$ cat config.mk
export PLATFORM = sky130hd
export DESIGN_NAME = tlic_top
export DESIGN_NICKNAME = d
export VERILOG_FILES = /design/src/include/tlic_pkg.sv /design/src/include/tlic_level_if.sv /design/src/logic/tlic_level.sv /design/src/logic/tlic_top.sv
export SDC_FILE = /design/constraint.sdc
export NUM_CORES = 1
export LEC_CHECK = 0
export ABC_CLOCK_PERIOD_IN_PS = 4600
export BUFFER_PORTS_ARGS = -buffer_cell sky130_fd_sc_hd__buf_2
export CAP_MARGIN = 20
export CORE_ASPECT_RATIO = 0.5
export CORE_MARGIN = 10
export CORE_UTILIZATION = 48
export CTS_CLUSTER_DIAMETER = 50
export DETAILED_ROUTE_END_ITERATION = 10
export GPL_TIMING_DRIVEN = 1
export PLACE_DENSITY_LB_ADDON = 0.05
export SLEW_MARGIN = 0
export SYNTH_ARGS = -nofsm -noshare
export SYNTH_HDL_FRONTEND = slang
export SYNTH_HIERARCHICAL = 1
export SYNTH_SLANG_ARGS = --single-unit
export TNS_END_PERCENT = 30
$ cat constraint.sdc
create_clock -name core_clk -period 4.6 [get_ports core_clk]
set_input_delay 0.92 -clock core_clk [delete_from_list [all_inputs] [get_ports core_clk]]
set_output_delay 0.92 -clock core_clk [all_outputs]
set_load 0.1 [all_outputs]
$ cat src/include/tlic_pkg.sv
/*
 Package of the two-level interrupt mask controller: register offsets,
 field positions, reset values and the source map.
 Assumes a 32-bit register port with byte addresses.
*/
package tlic_pkg;
   localparam int TLIC_WIDTH = 32;
   localparam int TLIC_ADDR_W = 32;
   // Register byte addresses
   localparam logic [31:0] TLIC_NORM_STATUS = 32'hFFFF0000;
   localparam logic [31:0] TLIC_NORM_RAW = 32'hFFFF0004;
   localparam logic [31:0] TLIC_NORM_ENABLE = 32'hFFFF0008;
   localparam logic [31:0] TLIC_NORM_CLEAR = 32'hFFFF000C;
   localparam logic [31:0] TLIC_SWI_CONFIG = 32'hFFFF0010;
   localparam logic [31:0] TLIC_FAST_STATUS = 32'hFFFF0100;
   localparam logic [31:0] TLIC_FAST_RAW = 32'hFFFF0104;
   localparam logic [31:0] TLIC_FAST_ENABLE = 32'hFFFF0108;
   localparam logic [31:0] TLIC_FAST_CLEAR = 32'hFFFF010C;
   // Field positions
   localparam int TLIC_FAST_SRC_BIT = 0;
   localparam int TLIC_SWI_SRC_BIT = 1;
   localparam int TLIC_SWI_NORM_BIT = 1;
   localparam int TLIC_SWI_FAST_BIT = 2;
   localparam int TLIC_MOTOR_BIT = 23;
   // Reset values
   localparam logic [31:0] TLIC_ENABLE_RST = 32'h00000000;
   localparam logic [31:0] TLIC_READ_RST = 32'h00000000;
   localparam logic TLIC_SWI_RST = 1'h0;
endpackage : tlic_pkg

$ cat src/include/tlic_level_if.sv
/*
 Interface carrying one level's raw sources, enables and status between
 the controller top and its level module.
 Assumes both ends run on the same core clock.
*/
`timescale 1ns/1ps
interface tlic_level_if #(parameter int WIDTH = 32);
   logic [WIDTH-1:0] raw;
   logic [WIDTH-1:0] enable;
   logic [WIDTH-1:0] status;
   logic request;
   modport ctrl (output raw, output enable, input status, input request);
   modport level (input raw, input enable, output status, output request);
endinterface : tlic_level_if

$ cat src/logic/tlic_level.sv
/*
 One interrupt level: masks the raw lines with the enables and ORs the
 result from bit FIRST_BIT upward into the core request.
 Assumes raw and enable come from logic on the same clock.
*/
`timescale 1ns/1ps
module tlic_level
   import tlic_pkg::*;
#(
   parameter int WIDTH = 32,
   parameter int FIRST_BIT = 0
) (
   tlic_level_if.level lvl
);
   // Level request gathers chosen bits only
   wire [WIDTH-1:0] reqBits;
   assign lvl.status = lvl.raw & lvl.enable;
   assign reqBits = lvl.status >> FIRST_BIT;
   assign lvl.request = |reqBits;
   // Request slice must start inside the word
   if (FIRST_BIT < 0 || FIRST_BIT >= WIDTH) begin : g_firstBitCheck
      $error("tlic_level: FIRST_BIT out of range");
   end
endmodule : tlic_level

$ cat src/logic/tlic_top.sv
/*
 Two-level interrupt mask controller: normal and fast request outputs,
 enable and clear registers, programmed interrupts.
 Assumes a one-cycle register port and sources synchronous to core_clk.
*/
`timescale 1ns/1ps
module tlic_top
   import tlic_pkg::*;
#(
   parameter int WIDTH = 32
) (
   input wire logic core_clk,
   input wire logic reset,
   input wire logic [TLIC_ADDR_W-1:0] regAddr,
   input wire logic [WIDTH-1:0] regWdata,
   input wire logic regWrite,
   input wire logic regRead,
   output logic [WIDTH-1:0] regRdata,
   input wire logic [WIDTH-1:0] normalSources,
   input wire logic [WIDTH-1:0] fastSources,
   output logic normalRequest,
   output logic fastRequest
);
   // Register map and bit positions assume a 32-bit word
   if (WIDTH != TLIC_WIDTH) begin : g_widthCheck
      $error("tlic_top: WIDTH must be 32");
   end

   logic [WIDTH-1:0] normEnable;
   logic [WIDTH-1:0] fastEnable;
   logic swiNormal;
   logic swiFast;
   logic [WIDTH-1:0] next_normEnable;
   logic [WIDTH-1:0] next_fastEnable;

   // Address decode of write strobes
   wire wrNormEn = regWrite && regAddr == TLIC_NORM_ENABLE;
   wire wrNormClr = regWrite && regAddr == TLIC_NORM_CLEAR;
   wire wrFastEn = regWrite && regAddr == TLIC_FAST_ENABLE;
   wire wrFastClr = regWrite && regAddr == TLIC_FAST_CLEAR;
   wire wrSwi = regWrite && regAddr == TLIC_SWI_CONFIG;

   tlic_level_if #(.WIDTH(WIDTH)) normIf ();
   tlic_level_if #(.WIDTH(WIDTH)) fastIf ();

   // Fast request is formed first; it loops back as bit 0 source
   wire fastOr = fastIf.request;

   // Raw views: line inputs, fast source at bit 0, programmed at bit 1.
   // Line bit 23 carries trip on normal, sync on fast by wiring.
   wire [WIDTH-1:0] normRawLines;
   wire [WIDTH-1:0] fastRawLines;
   assign normRawLines = normalSources;
   assign fastRawLines = fastSources;
   wire [WIDTH-1:0] normSwiMask = {{(WIDTH-1){1'b0}}, swiNormal}
      << TLIC_SWI_SRC_BIT;
   wire [WIDTH-1:0] fastSwiMask = {{(WIDTH-1){1'b0}}, swiFast}
      << TLIC_SWI_SRC_BIT;
   wire [WIDTH-1:0] fastBitMask = {{(WIDTH-1){1'b0}}, fastOr}
      << TLIC_FAST_SRC_BIT;
   // Bits 0 and 1 are internal; external lines there are ignored
   wire [WIDTH-1:0] lineMask = ~(32'h00000003);
   wire [WIDTH-1:0] normRaw = (normRawLines & lineMask) | fastBitMask
      | normSwiMask;
   wire [WIDTH-1:0] fastRaw = (fastRawLines & lineMask) | fastSwiMask;
   // Fast bit 0 is shown on read but never feeds its own OR
   wire [WIDTH-1:0] fastRawRead = fastRaw | fastBitMask;

   // Programmed bit forced into status regardless of enable
   wire [WIDTH-1:0] normStatus = normIf.status | normSwiMask;
   wire [WIDTH-1:0] fastStatus = fastIf.status | fastSwiMask
      | fastBitMask;

   assign normIf.raw = normRaw;
   assign normIf.enable = normEnable | normSwiMask;
   assign fastIf.raw = fastRaw;
   assign fastIf.enable = fastEnable | fastSwiMask;

   tlic_level #(.WIDTH(WIDTH), .FIRST_BIT(0)) normLevel (
      .lvl(normIf.level)
   );
   tlic_level #(.WIDTH(WIDTH), .FIRST_BIT(1)) fastLevel (
      .lvl(fastIf.level)
   );

   // Request outputs are plain levels; no vector or priority logic
   assign normalRequest = normIf.request;
   assign fastRequest = fastOr;

   // Enables gain ones on set writes, lose them on clear writes and on set writes to the other level
   always_comb begin
      next_normEnable = normEnable;
      next_fastEnable = fastEnable;
      if (wrNormEn) begin
         next_normEnable = normEnable | regWdata;
         next_fastEnable = fastEnable & ~regWdata;
      end
      if (wrFastEn) begin
         next_fastEnable = fastEnable | regWdata;
         next_normEnable = normEnable & ~regWdata;
      end
      if (wrNormClr) begin
         next_normEnable = normEnable & ~regWdata;
      end
      if (wrFastClr) begin
         next_fastEnable = fastEnable & ~regWdata;
      end
   end

   // Enable and programmed-interrupt state
   always_ff @(posedge core_clk) begin
      if (reset) begin
         normEnable <= TLIC_ENABLE_RST;
         fastEnable <= TLIC_ENABLE_RST;
         swiNormal <= TLIC_SWI_RST;
         swiFast <= TLIC_SWI_RST;
      end else begin
         normEnable <= next_normEnable;
         fastEnable <= next_fastEnable;
         if (wrSwi) begin
            swiNormal <= regWdata[TLIC_SWI_NORM_BIT];
            swiFast <= regWdata[TLIC_SWI_FAST_BIT];
         end
      end
   end

   // Read mux; write-only and unmapped addresses read zero
   logic [WIDTH-1:0] readMux;
   always_comb begin
      unique case (regAddr)
         TLIC_NORM_STATUS: readMux = normStatus;
         TLIC_NORM_RAW: readMux = normRaw;
         TLIC_NORM_ENABLE: readMux = normEnable;
         TLIC_FAST_STATUS: readMux = fastStatus;
         TLIC_FAST_RAW: readMux = fastRawRead;
         TLIC_FAST_ENABLE: readMux = fastEnable;
         default: readMux = TLIC_READ_RST;
      endcase
   end

   // Read data one cycle after the strobe, zero otherwise
   always_ff @(posedge core_clk) begin
      if (reset) begin
         regRdata <= TLIC_READ_RST;
      end else begin
         regRdata <= regRead ? readMux : TLIC_READ_RST;
      end
   end

   // Helper flags for assertions
   logic pastRead;
   logic [WIDTH-1:0] pastMux;
   always_ff @(posedge core_clk) begin
      if (reset) begin
         pastRead <= 1'b0;
         pastMux <= TLIC_READ_RST;
      end else begin
         pastRead <= regRead;
         pastMux <= readMux;
      end
   end
endmodule : tlic_top

=== Word-level counts from Yosys, hierarchy flattened ===
Index checks and enable logic that the tools add are counted.

* Register bits after elaboration: 98
* Bits in read-only memories: 0
* Memories kept: 0
* Input bits: 132
* Word-level logic and storage cells: 48
* Latch bits: 0
* RAM bits: 0
* Output and inout port bits: 34

* Bitwise logic cells: 17
* Add/subtract/negate cells: 0
* Equal/unequal tests: 9
* Shift operators: 0
* Divide/modulo/power cells: 0
* Muxes and demuxes: 7
* Multipliers: 0
* Reductions and logical operators: 10
* Order comparisons: 0

{| class="wikitable"
|+ Operator list
! cell !! number
|-
| $eq A32 B32 Y1 const B || 9
|-
| $mux W32 || 6
|-
| $or A32 B2 Y32 || 6
|-
| $pmux W32 S6 || 1
|-
| $and A32 B32 Y32 || 4
|-
| $or A32 B1 Y32 || 3
|-
| $or A32 B32 Y32 || 2
|-
| $not A32 Y32 || 1
|-
| $reduce_or A32 Y1 || 1
|-
| $reduce_or A31 Y1 || 1
|-
| $reduce_bool A3 Y1 || 2
|-
| $logic_and A1 B1 Y1 || 5
|-
| $reduce_or A2 Y1 || 1
|-
| $not A1 Y1 || 1
|}

=== Logic depth before layout (Yosys ltp) ===
* Word-level depth: 8
* Depth in mapped cells: 10
* Gate-level depth less buffers: 10

=== Modules after synthesis ===
Netlist, hierarchy kept.

{| class="wikitable"
|+ Modules (own cells, without submodules)
! module !! area an instance (um^2) !! sequential area each (um^2) !! cells an instance !! instances
|-
| tlic_top || 5542.8 || 1961.9 || 618 || 1
|-
| tlic_level (normLevel) || 297.8 || 0.0 || 45 || 1
|-
| tlic_level (fastLevel) || 294.0 || 0.0 || 45 || 1
|}

=== Worst setup path after synthesis ===
OpenSTA, ideal clock, no wires.

* Kind: input-to-output
* Start: in fastSources[28]
* End: out normalRequest
* Stages on the path: 7
* Arrival: 4806 ps
* Path buffers: 0
* Path slack: -1126 ps
* Cell sequence: and2_4 -> or4_1 -> or4_1 -> or4_1 -> and2_1 -> or4_1 -> or4_1

* Longest elaborated chain between the ends: 7

{| class="wikitable"
|+ RTL lines
! item !! RTL line !! text
|-
| start, declared || tlic_top.sv:20 || <nowiki>input wire logic [WIDTH-1:0] fastSources,</nowiki>
|-
| $or A32 B2 Y32 || tlic_top.sv:65 || <nowiki>wire [WIDTH-1:0] fastRaw = (fastRawLines & lineMask) | fastSwiMask;</nowiki>
|-
| $and A32 B32 Y32 || tlic_level.sv:17 || <nowiki>assign lvl.status = lvl.raw & lvl.enable;</nowiki>
|-
| $reduce_or A31 Y1 || tlic_level.sv:19 || <nowiki>assign lvl.request = |reqBits;</nowiki>
|-
| net fastRequest || tlic_top.sv:22 || <nowiki>output logic fastRequest</nowiki>
|-
| $or A32 B1 Y32 || tlic_top.sv:63 || <nowiki>wire [WIDTH-1:0] normRaw = (normRawLines & lineMask) | fastBitMask</nowiki>
|-
| $or A32 B2 Y32 || tlic_top.sv:64 || <nowiki>| normSwiMask;</nowiki>
|-
| $and A32 B32 Y32 || tlic_level.sv:17 ||
|-
| net normIf.status[0] || tlic_level_if.sv:10 || <nowiki>logic [WIDTH-1:0] status;</nowiki>
|-
| $reduce_or A32 Y1 || tlic_level.sv:19 ||
|-
| end, declared || tlic_top.sv:21 || <nowiki>output logic normalRequest,</nowiki>
|}

The timed path passes the listed nets, and every way through them passes these cells.

=== Worst setup path after layout ===
* Start: in fastSources[28]
* End: out normalRequest

* Longest elaborated chain between the ends: 7

{| class="wikitable"
|+ RTL lines
! item !! RTL line
|-
| $or A32 B2 Y32 || tlic_top.sv:65
|-
| $and A32 B32 Y32 || tlic_level.sv:17
|-
| net fastIf.status[28] || tlic_level_if.sv:10
|-
| $reduce_or A31 Y1 || tlic_level.sv:19
|-
| $or A32 B1 Y32 || tlic_top.sv:63
|-
| $or A32 B2 Y32 || tlic_top.sv:64
|-
| $and A32 B32 Y32 || tlic_level.sv:17
|-
| net normIf.status[0] || tlic_level_if.sv:10
|-
| $reduce_or A32 Y1 || tlic_level.sv:19
|}

The timed path passes the listed nets, and every way through them passes these cells.

==> impl_metrics.ini <==
[global_route]
grt_pass1_vias = 6235
grt_max_degree = 58
grt_pass1_wl_mm = 33.2
track_usage = 0.224
overflow = 0
antenna_found_initial = 2

[cells_and_area]
drive_above_1_share = 0.297
syn_to_final_growth_pct = 21.6
nFillCells = 1192
final_core_util = 0.593
nNetsFinal = 972
fin_cells = 1014

[yosys]
syn_nets = 840
synth_edf_count = 0
postSynthRegisterBits = 98
synth_top_area_frac = 0.320
syn-mean-instance-area_um2 = 8.66
yosysUniqueCellTypes = 38
yosys_warnings = 6
async_flop_share = 0
synth_area_leaders = dfxtp_1, mux2i_1, a311oi_1
syn-cell-area_um2 = 6130
ys_dominant_reg_cell = dfxtp_1
yosysSeqAreaShare = 0.320
synthCells = 708
yosys.area.top_type = dfxtp_1

[die]
start_util = 0.487
die_w_um = 180
coreArea_um2 = 12600
io_pins = 166
die_area_um2 = 18000
fp-row-count = 29
die_h_um = 99.9

[setup_path]
r2r_setup_slack_ns = 1.88
rr_worst_depth = 9
crit_arrival_ns = 3.82
startpoint_type = input port
crit_type = in2out
r2r-end = regRdata[0]
end_kind = output port
required_ns = 3.68
cp_max_fo = 2

[pwr]
power_density_nw_per_um2 = 246
total_power_uw = 1830
p_leak_uw = 0.00357
ir_drop_mv = 0.160

[place]
place.gp.congestion = 0.823
place_hpwl_mm = 14.3
io_buffers = 161
dp.cells = 999
dp_slack_ns = -0.247

[sta]
tightest_slew_ns = 0.870
relSlewSlack = 0.420
whs_ns = 0.540
post-route-period-util = 1.03
setup_viol = 1
finalHoldViolCount = 0
min_period_ns = 4.74
fin_worst_skew_ns = 0.00913
rsz0062_at_grt = yes
fin_ws_ns = -0.138
max_freq_mhz = 211
slew_viol_final = 0

[hold_path]
hold_depth = 2
worstHoldPathType = reg2reg
min_from = swiNormal
min_to = swiNormal

[clock_tree]
postCtsSetupRepairBufs = 0
clock_latency_ns = 0.35
cts_root_buf = clkbuf_16
cts_buffers = 9
cts_buffer_depth = 2
h-tree-depth = 3
clock_sinks = 98
cts_hold_buffers = 0
cts_tree = done
clk_pin_slew_ns = 0.06

[status]
violations = negative setup slack
status = finished, violations left

[routing]
via_per_inst = 6.08
drtPass1Iterations = 5
num_vias = 6170
drc_errors = 0
wirelength_mm = 21.1
routedWlPerCell_um = 20.8
ant_nets = 0
drtIter0Drc = 487

[job]
drv_cap = 0
where the power goes:
part           internal, µW  total (µW)  switching [µW]
Combinational          72.7         180             107
Clock                   471         805             334
Sequential              848         848    0.0000000904
cells by family (layout without fill, tap and decap cells):
| kind of cell | count (synthesis) | count (layout) | synth area share |
|---|---|---|---|
| AO/OA/AOI/OAI | 169 | 169 | 0.212 |
| flip-flops | 98 | 98 | 0.320 |
| AND/OR/NAND/NOR | 217 | 217 | 0.224 |
| other | 1 | 2 | 0.000611 |
| buffers and inverters | 129 | 264 | 0.0840 |
| multiplexers | 94 | 94 | 0.159 |
critical path, cell delays in order:
cell and delay, ns:
buf_6 0.09, and2_4 0.15, or4_4 0.54, or4_4 0.43, or4_4 0.49, and2_4 0.16
or4_4 0.40, or4_4 0.45, buf_12 0.18
layout by cell type (no fill, tap or decap), types with 6 or more instances in the layout:
cell type,instances
a21o_1,64
a311oi_1,64
a31oi_1,30
and2_1,59
buf_2,156
buf_4,24
clkbuf_16,9
dfxtp_1,98
inv_1,66
mux2_2,30
mux2i_1,64
nand3_1,30
nand4_1,6
nor2_1,12
or2_2,6
or3_1,32
or4_1,40
per-stage QoR:
stage | TNS [ns] | instance area, µm²
floorplan | -0.129 | 6140
global placement | -0.221 | 7090
detailed placement | -0.247 | 7090
CTS | -0.157 | 7410
global route | -0.178 | 7460
finish | -0.138 | 7460
cell type report:
| cell class | instances | area, µm² | share of cell area |
|---|---|---|---|
| tap | 170 | 213 | 0.0285 |
| clock buffer | 9 | 225 | 0.0302 |
| timing repair buffer | 184 | 1010 | 0.136 |
| antenna | 1 | 2.50 | 0.000335 |
| clock inverter | 5 | 81.3 | 0.0109 |
| inverter | 66 | 248 | 0.0332 |
| sequential | 98 | 1960 | 0.263 |
| multi-input combinational | 481 | 3720 | 0.498 |
metal layers:
metal | vias to the layer above | routed length [µm] | GRT usage
met5 | - | 7 | 0
met4 | 2 | 185 | 0.0417
met3 | 19 | 1710 | 0.0582
met2 | 237 | 9650 | 0.370
met1 | 3001 | 9590 | 0.293
li1 | 2911 | - | -
cells in the mapped netlist, types with 12 or more instances:
cell / number
a21o_1: 64
a311oi_1: 64
a31oi_1: 30
and2_1: 61
buf_2: 13
clkbuf_1: 39
dfxtp_1: 98
inv_1: 66
mux2_2: 30
mux2i_1: 64
nand3_1: 30
nor2_1: 12
or3_1: 32
or4_1: 45
worst max-delay path by stage:
stage | from | endpoint | slack, ns | cells past startpoint
6_report | fastSources[28] | normalRequest | -0.14 | 9
5_1_grt | fastSources[28] | normalRequest | -0.18 | 9
4_1_cts | fastSources[28] | normalRequest | -0.16 | 9
3_5_place_dp | fastSources[28] | normalRequest | -0.25 | 9
3_3_place_gp | fastSources[28] | normalRequest | -0.22 | 9
2_1_floorplan | fastSources[28] | normalRequest | -0.13 | 7
what timing repair did:
item | 4_1_cts | 5_1_grt
cloned | 0 | 0
endpoints found under the hold margin | 0 | 0
gates resized for setup | 4 | 9
pin swaps | 0 | 1
setup endpoints to repair | 1 | 1
Note: power is estimated with default switching activity, not from simulation.
